$ cat src/include/mlmc_pkg.sv
// Package for the maximum-address and block-size command interpreter
package mlmc_pkg;
	// Command codes
	localparam logic [7:0] CMD_SET_MAX_EXT = 8'h37;
	localparam logic [7:0] CMD_SET_MULT = 8'hC6;

	// Register byte offsets
	localparam logic [7:0] OFS_SEC_CNT = 8'h04;
	localparam logic [7:0] OFS_SEC_NUM = 8'h08;
	localparam logic [7:0] OFS_CYL_LO = 8'h0C;
	localparam logic [7:0] OFS_CYL_HI = 8'h10;
	localparam logic [7:0] OFS_DEV_CTL = 8'h14;
	localparam logic [7:0] OFS_CMD = 8'h18;
	localparam logic [7:0] OFS_ERR = 8'h1C;
	localparam logic [7:0] OFS_IRQ_STAT = 8'h20;
	localparam logic [7:0] OFS_IRQ_MASK = 8'h24;
	localparam logic [7:0] OFS_MULT = 8'h28;
	localparam logic [7:0] OFS_MAX_LO = 8'h2C;
	localparam logic [7:0] OFS_MAX_HI = 8'h30;
	localparam logic [7:0] OFS_ID_SEL = 8'h34;
	localparam logic [7:0] OFS_ID_DATA = 8'h38;

	// Field positions and the interrupt field width
	localparam int HOB_BIT = 7;
	localparam int RETAIN_BIT = 0;
	localparam int ST_BSY_BIT = 7;
	localparam int ST_RDY_BIT = 6;
	localparam int ST_ERR_BIT = 0;
	localparam int ER_ABT_BIT = 2;
	localparam int IRQ_DONE_BIT = 0;
	localparam int IRQ_ABORT_BIT = 1;
	localparam int IRQ_REJECT_BIT = 2;
	localparam int IRQ_W = 3;

	// Limits and reset values
	localparam logic [47:0] LBA28_LIMIT = 48'h0000_0FFF_FFFF;
	localparam logic [7:0] MULT_MAX = 8'h10;
	localparam logic [IRQ_W-1:0] IRQ_MASK_RST = 3'h0;
	localparam logic [4:0] MULT_SIZE_RST = 5'h00;

	// Identify entries: words 60,61,100,101,102,103
	localparam int ID_ENTRIES = 6;
	localparam logic [2:0] ID_W60 = 3'h0;
	localparam logic [2:0] ID_W61 = 3'h1;
	localparam logic [2:0] ID_W100 = 3'h2;
	localparam logic [2:0] ID_LAST = 3'h5;

	typedef struct packed {
		logic [7:0] prev;
		logic [7:0] cur;
	} mlmc_pair_t;

	typedef struct packed {
		mlmc_pair_t cyl_hi;
		mlmc_pair_t cyl_lo;
		mlmc_pair_t sec_num;
		mlmc_pair_t sec_cnt;
	} mlmc_tf_t;

	typedef enum logic [3:0] {
		ST_INIT = 4'b0001,
		ST_IDLE = 4'b0010,
		ST_EXEC = 4'b0100,
		ST_IDW = 4'b1000
	} mlmc_state_t;
endpackage

$ cat src/core/mlmc_core.sv
// Maximum-address and block-size command interpreter
`timescale 1ns/100ps
module mlmc_core #(
	parameter logic [7:0] READ_NATIVE_CODE = 8'h27,
	parameter bit EXT_SUPPORTED = 1'b1
) (
	// Clock and reset
	input wire logic i_core_clk,
	input wire logic i_rst_n,
	// Register port
	input wire logic [7:0] i_addr,
	input wire logic [31:0] i_wdata,
	input wire logic i_wr,
	input wire logic i_rd,
	output logic [31:0] o_rdata,
	// Neighbouring device state
	input wire logic [47:0] i_native_max,
	input wire logic i_hpa28_set,
	input wire logic i_locked,
	input wire logic i_freeze_done,
	input wire logic i_addr_offset_mode,
	input wire logic i_nv_valid,
	input wire logic [47:0] i_nv_max,
	// Media access check
	input wire logic i_access_req,
	input wire logic [47:0] i_access_lba,
	output logic o_access_abort,
	// Results
	output logic [47:0] o_max_lba,
	output logic o_nv_store,
	output logic o_mult_en,
	output logic [4:0] o_mult_size,
	output logic o_irq
);
	localparam int IRQ_W_L = mlmc_pkg::IRQ_W;
	mlmc_pkg::mlmc_state_t state_q;
	mlmc_pkg::mlmc_tf_t tf_q;
	logic hob_q, busy_q, abt_q, rnm_q, rnm_prev_q, frozen_q, nv_done_q, lo_upd_q;
	logic [7:0] cmd_q, status, err, mult_req;
	logic [47:0] max_q, req_lba;
	logic [2:0] idx_q, id_sel_q;
	logic [15:0] id_rdata, id_wdata;
	logic [IRQ_W_L-1:0] irq_stat_q, irq_mask_q;
	logic nv_req, abort_max, mult_ok, cmd_wr, id_we, ev_done, ev_abort;

	assign cmd_wr = i_wr && i_addr == mlmc_pkg::OFS_CMD;
	// Address bytes: current pairs low, previous pairs high
	assign req_lba = {tf_q.cyl_hi.prev, tf_q.cyl_lo.prev, tf_q.sec_num.prev,
		tf_q.cyl_hi.cur, tf_q.cyl_lo.cur, tf_q.sec_num.cur};
	assign nv_req = tf_q.sec_cnt.cur[mlmc_pkg::RETAIN_BIT];
	assign mult_req = tf_q.sec_cnt.cur;

	// All abort causes for the extended set
	always_comb begin
		abort_max = !EXT_SUPPORTED || req_lba > i_native_max || i_hpa28_set || i_locked
			|| frozen_q;
		if (!rnm_prev_q) begin
			abort_max = 1'b1;
		end
		if (nv_req && (i_addr_offset_mode || nv_done_q)) begin
			abort_max = 1'b1;
		end
	end

	// Sizes 0,1,2,4,8,16 only
	assign mult_ok = mult_req <= mlmc_pkg::MULT_MAX && (mult_req & (mult_req - 8'h01)) == 8'h00;

	// Command sequencing
	always_ff @(posedge i_core_clk or negedge i_rst_n) begin
		if (!i_rst_n) begin
			state_q <= mlmc_pkg::ST_INIT;
		end else begin
			unique case (state_q)
				mlmc_pkg::ST_INIT: begin
					state_q <= mlmc_pkg::ST_IDW;
				end
				mlmc_pkg::ST_IDLE: begin
					if (cmd_wr && (i_wdata[7:0] == mlmc_pkg::CMD_SET_MAX_EXT
						|| i_wdata[7:0] == mlmc_pkg::CMD_SET_MULT)) begin
						state_q <= mlmc_pkg::ST_EXEC;
					end
				end
				mlmc_pkg::ST_EXEC: begin
					if (cmd_q == mlmc_pkg::CMD_SET_MAX_EXT && !abort_max) begin
						state_q <= mlmc_pkg::ST_IDW;
					end else begin
						state_q <= mlmc_pkg::ST_IDLE;
					end
				end
				mlmc_pkg::ST_IDW: begin
					if (idx_q == mlmc_pkg::ID_LAST) begin
						state_q <= mlmc_pkg::ST_IDLE;
					end
				end
			endcase
		end
	end

	// Identify word walk index
	always_ff @(posedge i_core_clk or negedge i_rst_n) begin
		if (!i_rst_n) begin
			idx_q <= mlmc_pkg::ID_W60;
		end else if (state_q == mlmc_pkg::ST_IDW) begin
			idx_q <= (idx_q == mlmc_pkg::ID_LAST) ? mlmc_pkg::ID_W60 : idx_q + 3'h1;
		end
	end

	// Words 60..61 only when the maximum fits 28 bits
	assign id_we = state_q == mlmc_pkg::ST_IDW && (idx_q >= mlmc_pkg::ID_W100 || lo_upd_q);
	always_comb begin
		unique case (idx_q)
			3'h0: id_wdata = max_q[15:0];
			3'h1: id_wdata = {4'h0, max_q[27:16]};
			3'h2: id_wdata = max_q[15:0];
			3'h3: id_wdata = max_q[31:16];
			3'h4: id_wdata = max_q[47:32];
			default: id_wdata = 16'h0000;
		endcase
	end

	mlmc_id_mem #(
		.DEPTH(8),
		.WIDTH(16)
	) u_id_mem (
		.i_core_clk(i_core_clk),
		.i_rst_n(i_rst_n),
		.i_we(id_we),
		.i_waddr(idx_q),
		.i_wdata(id_wdata),
		.i_raddr(id_sel_q),
		.o_rdata(id_rdata)
	);

	// Maximum address; retained copy taken after reset release
	always_ff @(posedge i_core_clk or negedge i_rst_n) begin
		if (!i_rst_n) begin
			max_q <= '0;
			lo_upd_q <= 1'b0;
		end else if (state_q == mlmc_pkg::ST_INIT) begin
			max_q <= i_nv_valid ? i_nv_max : i_native_max;
			lo_upd_q <= (i_nv_valid ? i_nv_max : i_native_max) <= mlmc_pkg::LBA28_LIMIT;
		end else if (state_q == mlmc_pkg::ST_EXEC && cmd_q == mlmc_pkg::CMD_SET_MAX_EXT
			&& !abort_max) begin
			max_q <= req_lba;
			lo_upd_q <= req_lba <= mlmc_pkg::LBA28_LIMIT;
		end
	end

	// Nonvolatile bookkeeping and store request
	always_ff @(posedge i_core_clk or negedge i_rst_n) begin
		if (!i_rst_n) begin
			nv_done_q <= 1'b0;
			o_nv_store <= 1'b0;
		end else begin
			o_nv_store <= 1'b0;
			if (state_q == mlmc_pkg::ST_EXEC && cmd_q == mlmc_pkg::CMD_SET_MAX_EXT
				&& !abort_max && nv_req) begin
				nv_done_q <= 1'b1;
				o_nv_store <= 1'b1;
			end
		end
	end

	// Freeze is sticky until reset
	always_ff @(posedge i_core_clk or negedge i_rst_n) begin
		if (!i_rst_n) begin
			frozen_q <= 1'b0;
		end else if (i_freeze_done) begin
			frozen_q <= 1'b1;
		end
	end

	// Command register, busy, abort, preceding-command flag
	always_ff @(posedge i_core_clk or negedge i_rst_n) begin
		if (!i_rst_n) begin
			cmd_q <= 8'h00;
			busy_q <= 1'b0;
			abt_q <= 1'b0;
			rnm_q <= 1'b0;
			rnm_prev_q <= 1'b0;
		end else begin
			if (cmd_wr && state_q == mlmc_pkg::ST_IDLE) begin
				cmd_q <= i_wdata[7:0];
				rnm_q <= i_wdata[7:0] == READ_NATIVE_CODE;
				rnm_prev_q <= rnm_q;
				if (i_wdata[7:0] == mlmc_pkg::CMD_SET_MAX_EXT
					|| i_wdata[7:0] == mlmc_pkg::CMD_SET_MULT) begin
					busy_q <= 1'b1;
					abt_q <= 1'b0;
				end
			end
			if (state_q == mlmc_pkg::ST_EXEC) begin
				if (cmd_q == mlmc_pkg::CMD_SET_MAX_EXT) begin
					abt_q <= abort_max;
					busy_q <= !abort_max;
				end else begin
					abt_q <= !mult_ok;
					busy_q <= 1'b0;
				end
			end
			if (state_q == mlmc_pkg::ST_IDW && idx_q == mlmc_pkg::ID_LAST) begin
				busy_q <= 1'b0;
			end
		end
	end

	// Block size for multi-sector transfers
	always_ff @(posedge i_core_clk or negedge i_rst_n) begin
		if (!i_rst_n) begin
			o_mult_en <= 1'b0;
			o_mult_size <= mlmc_pkg::MULT_SIZE_RST;
		end else if (state_q == mlmc_pkg::ST_EXEC && cmd_q == mlmc_pkg::CMD_SET_MULT) begin
			o_mult_en <= mult_ok && mult_req != 8'h00;
			o_mult_size <= mult_ok ? mult_req[4:0] : mlmc_pkg::MULT_SIZE_RST;
		end
	end

	// Task-file byte pairs: a write shifts current into previous
	always_ff @(posedge i_core_clk or negedge i_rst_n) begin
		if (!i_rst_n) begin
			tf_q <= '0;
			hob_q <= 1'b0;
		end else begin
			if (i_wr && state_q == mlmc_pkg::ST_IDLE) begin
				unique case (i_addr)
					mlmc_pkg::OFS_SEC_CNT: tf_q.sec_cnt <= {tf_q.sec_cnt.cur, i_wdata[7:0]};
					mlmc_pkg::OFS_SEC_NUM: tf_q.sec_num <= {tf_q.sec_num.cur, i_wdata[7:0]};
					mlmc_pkg::OFS_CYL_LO: tf_q.cyl_lo <= {tf_q.cyl_lo.cur, i_wdata[7:0]};
					mlmc_pkg::OFS_CYL_HI: tf_q.cyl_hi <= {tf_q.cyl_hi.cur, i_wdata[7:0]};
					default: ;
				endcase
			end
			if (i_wr && i_addr == mlmc_pkg::OFS_DEV_CTL) begin
				hob_q <= i_wdata[mlmc_pkg::HOB_BIT];
			end
			// Return the maximum now in force, same byte order
			if (state_q == mlmc_pkg::ST_EXEC && cmd_q == mlmc_pkg::CMD_SET_MAX_EXT) begin
				tf_q.sec_num <= {max_q[31:24], max_q[7:0]};
				tf_q.cyl_lo <= {max_q[39:32], max_q[15:8]};
				tf_q.cyl_hi <= {max_q[47:40], max_q[23:16]};
				if (!abort_max) begin
					tf_q.sec_num <= {req_lba[31:24], req_lba[7:0]};
					tf_q.cyl_lo <= {req_lba[39:32], req_lba[15:8]};
					tf_q.cyl_hi <= {req_lba[47:40], req_lba[23:16]};
				end
			end
		end
	end

	// Access check against the maximum
	always_ff @(posedge i_core_clk or negedge i_rst_n) begin
		if (!i_rst_n) begin
			o_access_abort <= 1'b0;
		end else begin
			o_access_abort <= i_access_req && i_access_lba > max_q;
		end
	end

	// Interrupt status: set wins over the read clear
	assign ev_done = (state_q == mlmc_pkg::ST_EXEC && !(cmd_q == mlmc_pkg::CMD_SET_MAX_EXT
		&& !abort_max)) || (state_q == mlmc_pkg::ST_IDW && idx_q == mlmc_pkg::ID_LAST
		&& busy_q);
	assign ev_abort = state_q == mlmc_pkg::ST_EXEC && (cmd_q == mlmc_pkg::CMD_SET_MAX_EXT
		? abort_max : !mult_ok);
	always_ff @(posedge i_core_clk or negedge i_rst_n) begin
		if (!i_rst_n) begin
			irq_stat_q <= '0;
		end else begin
			if (i_rd && i_addr == mlmc_pkg::OFS_IRQ_STAT) begin
				irq_stat_q <= '0;
			end
			if (ev_done) begin
				irq_stat_q[mlmc_pkg::IRQ_DONE_BIT] <= 1'b1;
			end
			if (ev_abort) begin
				irq_stat_q[mlmc_pkg::IRQ_ABORT_BIT] <= 1'b1;
			end
			if (o_access_abort) begin
				irq_stat_q[mlmc_pkg::IRQ_REJECT_BIT] <= 1'b1;
			end
		end
	end

	always_ff @(posedge i_core_clk or negedge i_rst_n) begin
		if (!i_rst_n) begin
			irq_mask_q <= mlmc_pkg::IRQ_MASK_RST;
			id_sel_q <= 3'h0;
		end else if (i_wr) begin
			if (i_addr == mlmc_pkg::OFS_IRQ_MASK) begin
				irq_mask_q <= i_wdata[IRQ_W_L-1:0];
			end
			if (i_addr == mlmc_pkg::OFS_ID_SEL) begin
				id_sel_q <= i_wdata[2:0];
			end
		end
	end

	assign o_irq = |(irq_stat_q & irq_mask_q);
	assign o_max_lba = max_q;

	// Only abort is ever reported
	always_comb begin
		status = 8'h00;
		status[mlmc_pkg::ST_BSY_BIT] = busy_q;
		status[mlmc_pkg::ST_RDY_BIT] = !busy_q;
		status[mlmc_pkg::ST_ERR_BIT] = abt_q && !busy_q;
		err = 8'h00;
		err[mlmc_pkg::ER_ABT_BIT] = abt_q && !busy_q;
	end

	// Read data one cycle after the strobe; status captured at the strobe
	always_ff @(posedge i_core_clk or negedge i_rst_n) begin
		if (!i_rst_n) begin
			o_rdata <= 32'h0000_0000;
		end else begin
			o_rdata <= 32'h0000_0000;
			if (i_rd) begin
				unique case (i_addr)
					mlmc_pkg::OFS_SEC_CNT: o_rdata[7:0] <= hob_q ? tf_q.sec_cnt.prev : tf_q.sec_cnt.cur;
					mlmc_pkg::OFS_SEC_NUM: o_rdata[7:0] <= hob_q ? tf_q.sec_num.prev : tf_q.sec_num.cur;
					mlmc_pkg::OFS_CYL_LO: o_rdata[7:0] <= hob_q ? tf_q.cyl_lo.prev : tf_q.cyl_lo.cur;
					mlmc_pkg::OFS_CYL_HI: o_rdata[7:0] <= hob_q ? tf_q.cyl_hi.prev : tf_q.cyl_hi.cur;
					mlmc_pkg::OFS_DEV_CTL: o_rdata[mlmc_pkg::HOB_BIT] <= hob_q;
					mlmc_pkg::OFS_CMD: o_rdata[7:0] <= status;
					mlmc_pkg::OFS_ERR: o_rdata[7:0] <= err;
					mlmc_pkg::OFS_IRQ_STAT: o_rdata[IRQ_W_L-1:0] <= irq_stat_q;
					mlmc_pkg::OFS_IRQ_MASK: o_rdata[IRQ_W_L-1:0] <= irq_mask_q;
					mlmc_pkg::OFS_MULT: o_rdata[5:0] <= {o_mult_en, o_mult_size};
					mlmc_pkg::OFS_MAX_LO: o_rdata <= max_q[31:0];
					mlmc_pkg::OFS_MAX_HI: o_rdata[15:0] <= max_q[47:32];
					mlmc_pkg::OFS_ID_SEL: o_rdata[2:0] <= id_sel_q;
					mlmc_pkg::OFS_ID_DATA: o_rdata[15:0] <= id_rdata;
					default: ;
				endcase
			end
		end
	end

endmodule

$ cat src/core/mlmc_id_mem.sv
// Small identify-word store with a registered read port
`timescale 1ns/100ps
module mlmc_id_mem #(
	parameter int DEPTH = 8,
	parameter int WIDTH = 16
) (
	// Clock and reset
	input wire logic i_core_clk,
	input wire logic i_rst_n,
	// Write port
	input wire logic i_we,
	input wire logic [$clog2(DEPTH)-1:0] i_waddr,
	input wire logic [WIDTH-1:0] i_wdata,
	// Read port
	input wire logic [$clog2(DEPTH)-1:0] i_raddr,
	output logic [WIDTH-1:0] o_rdata
);
	logic [WIDTH-1:0] mem_q [DEPTH];

	for (genvar g = 0; g < DEPTH; g++) begin : g_word
		always_ff @(posedge i_core_clk or negedge i_rst_n) begin
			if (!i_rst_n) begin
				mem_q[g] <= '0;
			end else if (i_we && i_waddr == g) begin
				mem_q[g] <= i_wdata;
			end
		end
	end

	always_ff @(posedge i_core_clk or negedge i_rst_n) begin
		if (!i_rst_n) begin
			o_rdata <= '0;
		end else begin
			o_rdata <= mem_q[i_raddr];
		end
	end
endmodule

$ cat config.mk
export PLATFORM = sky130hd
export DESIGN_NAME = mlmc_core
export DESIGN_NICKNAME = d
export VERILOG_FILES = /design/src/include/mlmc_pkg.sv /design/src/core/mlmc_core.sv /design/src/core/mlmc_id_mem.sv
export SDC_FILE = /design/constraint.sdc
export NUM_CORES = 1
export LEC_CHECK = 0
export BUFFER_PORTS_ARGS = -buffer_cell sky130_fd_sc_hd__buf_2
export CELL_PAD_IN_SITES_DETAIL_PLACEMENT = 1
export CELL_PAD_IN_SITES_GLOBAL_PLACEMENT = 1
export CORE_MARGIN = 3
export CORE_UTILIZATION = 48
export DETAILED_ROUTE_END_ITERATION = 10
export PLACE_DENSITY = 0.89
export SYNTH_ARGS = -nofsm -noshare
export SYNTH_HDL_FRONTEND = slang
export SYNTH_SLANG_ARGS = --single-unit
$ cat constraint.sdc
create_clock -name i_core_clk -period 7.5 [get_ports i_core_clk]
set_input_delay 1.125 -clock i_core_clk [delete_from_list [all_inputs] [get_ports i_core_clk]]
set_output_delay 1.125 -clock i_core_clk [all_outputs]
set_load 0.02 [all_outputs]
==> out/metrics.cfg <==
[outcome]
status=finished, final reports clean

[setup_path]
r2r_slack_ns=3.14
path_cells=buf_2 > inv_1 > ha_1 > nand4_1 > nor4_1 > nand2_1 > a311oi_1 > a2111o_2 > buf_4 > nand3_1 > o211ai_1
cp_top_family=compound AO/OA/AOI/OAI gates
worstPathArrival_ns=5.01
start_kind=input pin
r2r-start=req_lba[47]$_DFFE_PN0P_
cp.required_ns=7.94
crit_buf_inv=3
cpMaxStageDelayCell=nor4_1
cp-end-kind=flop
cp_max_fo=45
crit_path_max_incr_delay_ns=0.68
critPathKind=input pin to flop
reg2reg_to=o_max_lba[37]$_DFFE_PN0P_
cp.depth=11
reg2regPathDepth=9

[timing]
tns_ns=0
rsz0062_at_grt=false
hold_viol=0
final.min_clock_period_ns=4.570
skew_ns=0.02938
relSlewSlack_pct=3.570
setup_viol=0
min_period_over_period_pct=60.93
slew_viol_final=0
tightest_slew_ns=1.446
max_freq_mhz=218.8

[floorplan]
die_h_um=198.9
initial_core_util_pct=48.76
core_area_um2=36610
ios=283
die_area_um2=39540
die_x_um=198.9
row_count=70

[global_route]
grt.overflow.total=0
met1_usage_pct=43.29
grt_max_degree=139
grt_pass1_wl_mm=109.8
use_met3_pct=7.232
grt_pass1_vias=17920
grtUsageTotal_pct=36.65
busiest_layer=met2
antenna_found_initial=2
use_met2_pct=59.25

[clock_network]
htreeDepth=2
cts_setup_buffers=0
clockBufferDepth=3
post_cts_resize_count=0
cts_made_buffers=38
path_clk_slew_ns=0.06
root_buffer=clkbuf_16
tritoncts=built
cts_hold_buffers=0
insertion_delay_ns=0.56
cts.sink_count=328

[worst_hold_path]
min-delay-start=u_id_mem.mem_q[14]$_DFFE_PN0P_
min_path_type=flop to flop
min_to=u_id_mem.mem_q[14]$_DFFE_PN0P_
hold_depth=2

[detailed_routing]
dr_total_vias=17000
avgRoutedWirePerCell_um=29.51
final_antenna_net_count=0
drt-initial-drc-count=1796
dr.pass1.iters=9
viasPerCell=6.780
drc=0
routed_wl_mm=73.99

[logic_synthesis]
synth-main-ff-cell=dfrtp_1
seq_area_frac_synth_pct=45.98
synth-seq-cells=328
syn-instance-count=1794
synth_fp_nets=2086
syn_area_per_cell_um2=9.951
async_flop_share_pct=100.0
ys_warn_count=0
synth_edf_count=0
ys_types=70
netlist_area_um2=17850

[layout]
area_delta_synth_final_pct=16.38
fillers=4089
mostFrequentLayoutCells=dfrtp_1, buf_2, nand2_1
multi_input_area_um2=8823
seq_area_um2=8212
instances_no_fill=2507
layout_commonest_cell=dfrtp_1
final_util_pct=56.75
nNetsFinal=2304
drive_gt1_share_pct=22.23

[pwr]
p_leak_nw=9.933
power.total_w=0.006833
power.density_nw_per_um2=328.9
ir_worst_vdd_uv=179.8

[flow_run]
cap_violations=0

[place]
gp_congestion=1.005
dpl.cell_count=2439
dp_hpwl_mm=51.39
io_buffer_count=258

[per-layer routing]
layer | part of all wire [%] | up-vias
li1 | - | 7039
met1 | 35 | 8474
met2 | 46 | 1098
met3 | 8.9 | 387
met4 | 9.4 | 0
met5 | 0 | -
[cell type report]
class | instances | area share [%]
Multi-Input combinational cell | 1254 | 42.47
Sequential cell | 328 | 39.52
Timing Repair Buffer | 286 | 7.335
Clock buffer | 52 | 5.263
Tap cell | 468 | 2.818
Inverter | 104 | 1.879
Clock inverter | 14 | 0.6986
Antenna cell | 1 | 0.01204
[through the flow]
stage	setup WS [ns]	hold slack, ns	cell area, um2
2_1_floorplan	3.917	0.4226	17850
3_3_place_gp	2.664	0.4367	19530
3_5_place_dp	2.553	0.4642	19530
4_1_cts	3.055	0.4795	20770
5_1_grt	2.793	0.4975	20780
6_report	2.930	0.4801	20780
[worst register-to-register path: stages, from the launching register on]
cell and delay [ns]:
dfrtp_1 0.48, ha_1 0.38, nand4_1 0.24, nor4_1 0.69, nand2_1 0.21, a311oi_1 0.62, a2111o_2 0.65, buf_4 0.58
nand3_1 0.24, o211ai_1 0.18
[cell families after synthesis]
kind of cell	after synthesis	share of synthesized area, %
and+or+nand+nor	514	13.47
AOI/OAI and AO/OA	485	17.63
DFF	328	45.98
buffers and inverters	212	4.654
muxes	153	11.22
adders and majority gates	99	6.925
xor gates and xnor gates	2	0.09814
other	1	0.02101
[power breakdown]
| part | internal [W] | switching (W) | leakage (nW) |
|---|---|---|---|
| combinational | 0.000738 | 0.00130 | 4.97 |
| clock | 0.00107 | 0.000791 | 0.612 |
| sequential | 0.00223 | 0.000714 | 4.35 |
| total | 0.00403 | 0.00280 | 9.93 |
[flip-flops by register name, summed over array words and instances, names as in the netlist, 3 cells and up]
name              flops
u_id_mem.mem_q      128
o_max_lba            48
req_lba              48
o_rdata              32
u_id_mem.o_rdata     16
cmd_q                 8
mult_req              8
tf_q                  8
o_mult_size           5
state_q               4
id_sel_q              3
idx_q                 3
irq_mask_q            3
irq_stat_q            3
[Yosys cell counts (all sizes together), types with 5 or more instances]
cell | instances | area share (%)
nor2 | 56 | 1.2
nor2b | 9 | 0.32
inv | 104 | 2.2
a31oi | 5 | 0.18
nor4b | 5 | 0.25
nand3 | 130 | 3.6
mux2 | 57 | 3.6
nand2b | 5 | 0.18
o22ai | 21 | 0.74
mux4 | 32 | 4.0
nor4 | 14 | 0.49
a222oi | 25 | 1.4
a221oi | 19 | 0.93
dfrtp | 327 | 46
o211ai | 47 | 2.0
and3 | 20 | 0.70
a2bb2oi | 25 | 1.2
nand4 | 26 | 0.91
clkbuf | 88 | 1.9
nand2 | 214 | 4.5
a211oi | 5 | 0.21
o21a | 29 | 1.2
nand3b | 5 | 0.21
nor3 | 11 | 0.31
o21ai | 190 | 5.3
buf | 20 | 0.62
a21oi | 70 | 2.0
ha | 98 | 6.9
a21o | 16 | 0.67
mux2i | 64 | 3.6
[worst max-delay path by stage]
stage / from / end / slack, ns
finish: i_native_max[47] / o_max_lba[37]$_DFFE_PN0P_ / 2.93
global placement: i_native_max[47] / o_max_lba[34]$_DFFE_PN0P_ / 2.66
CTS: i_native_max[47] / o_max_lba[30]$_DFFE_PN0P_ / 3.06
detailed placement: i_native_max[47] / o_max_lba[35]$_DFFE_PN0P_ / 2.55
floorplan: i_native_max[22] / o_max_lba[18]$_DFFE_PN0P_ / 3.92
global route: i_native_max[47] / o_max_lba[47]$_DFFE_PN0P_ / 2.79
(Power assumes the default switching activity.)
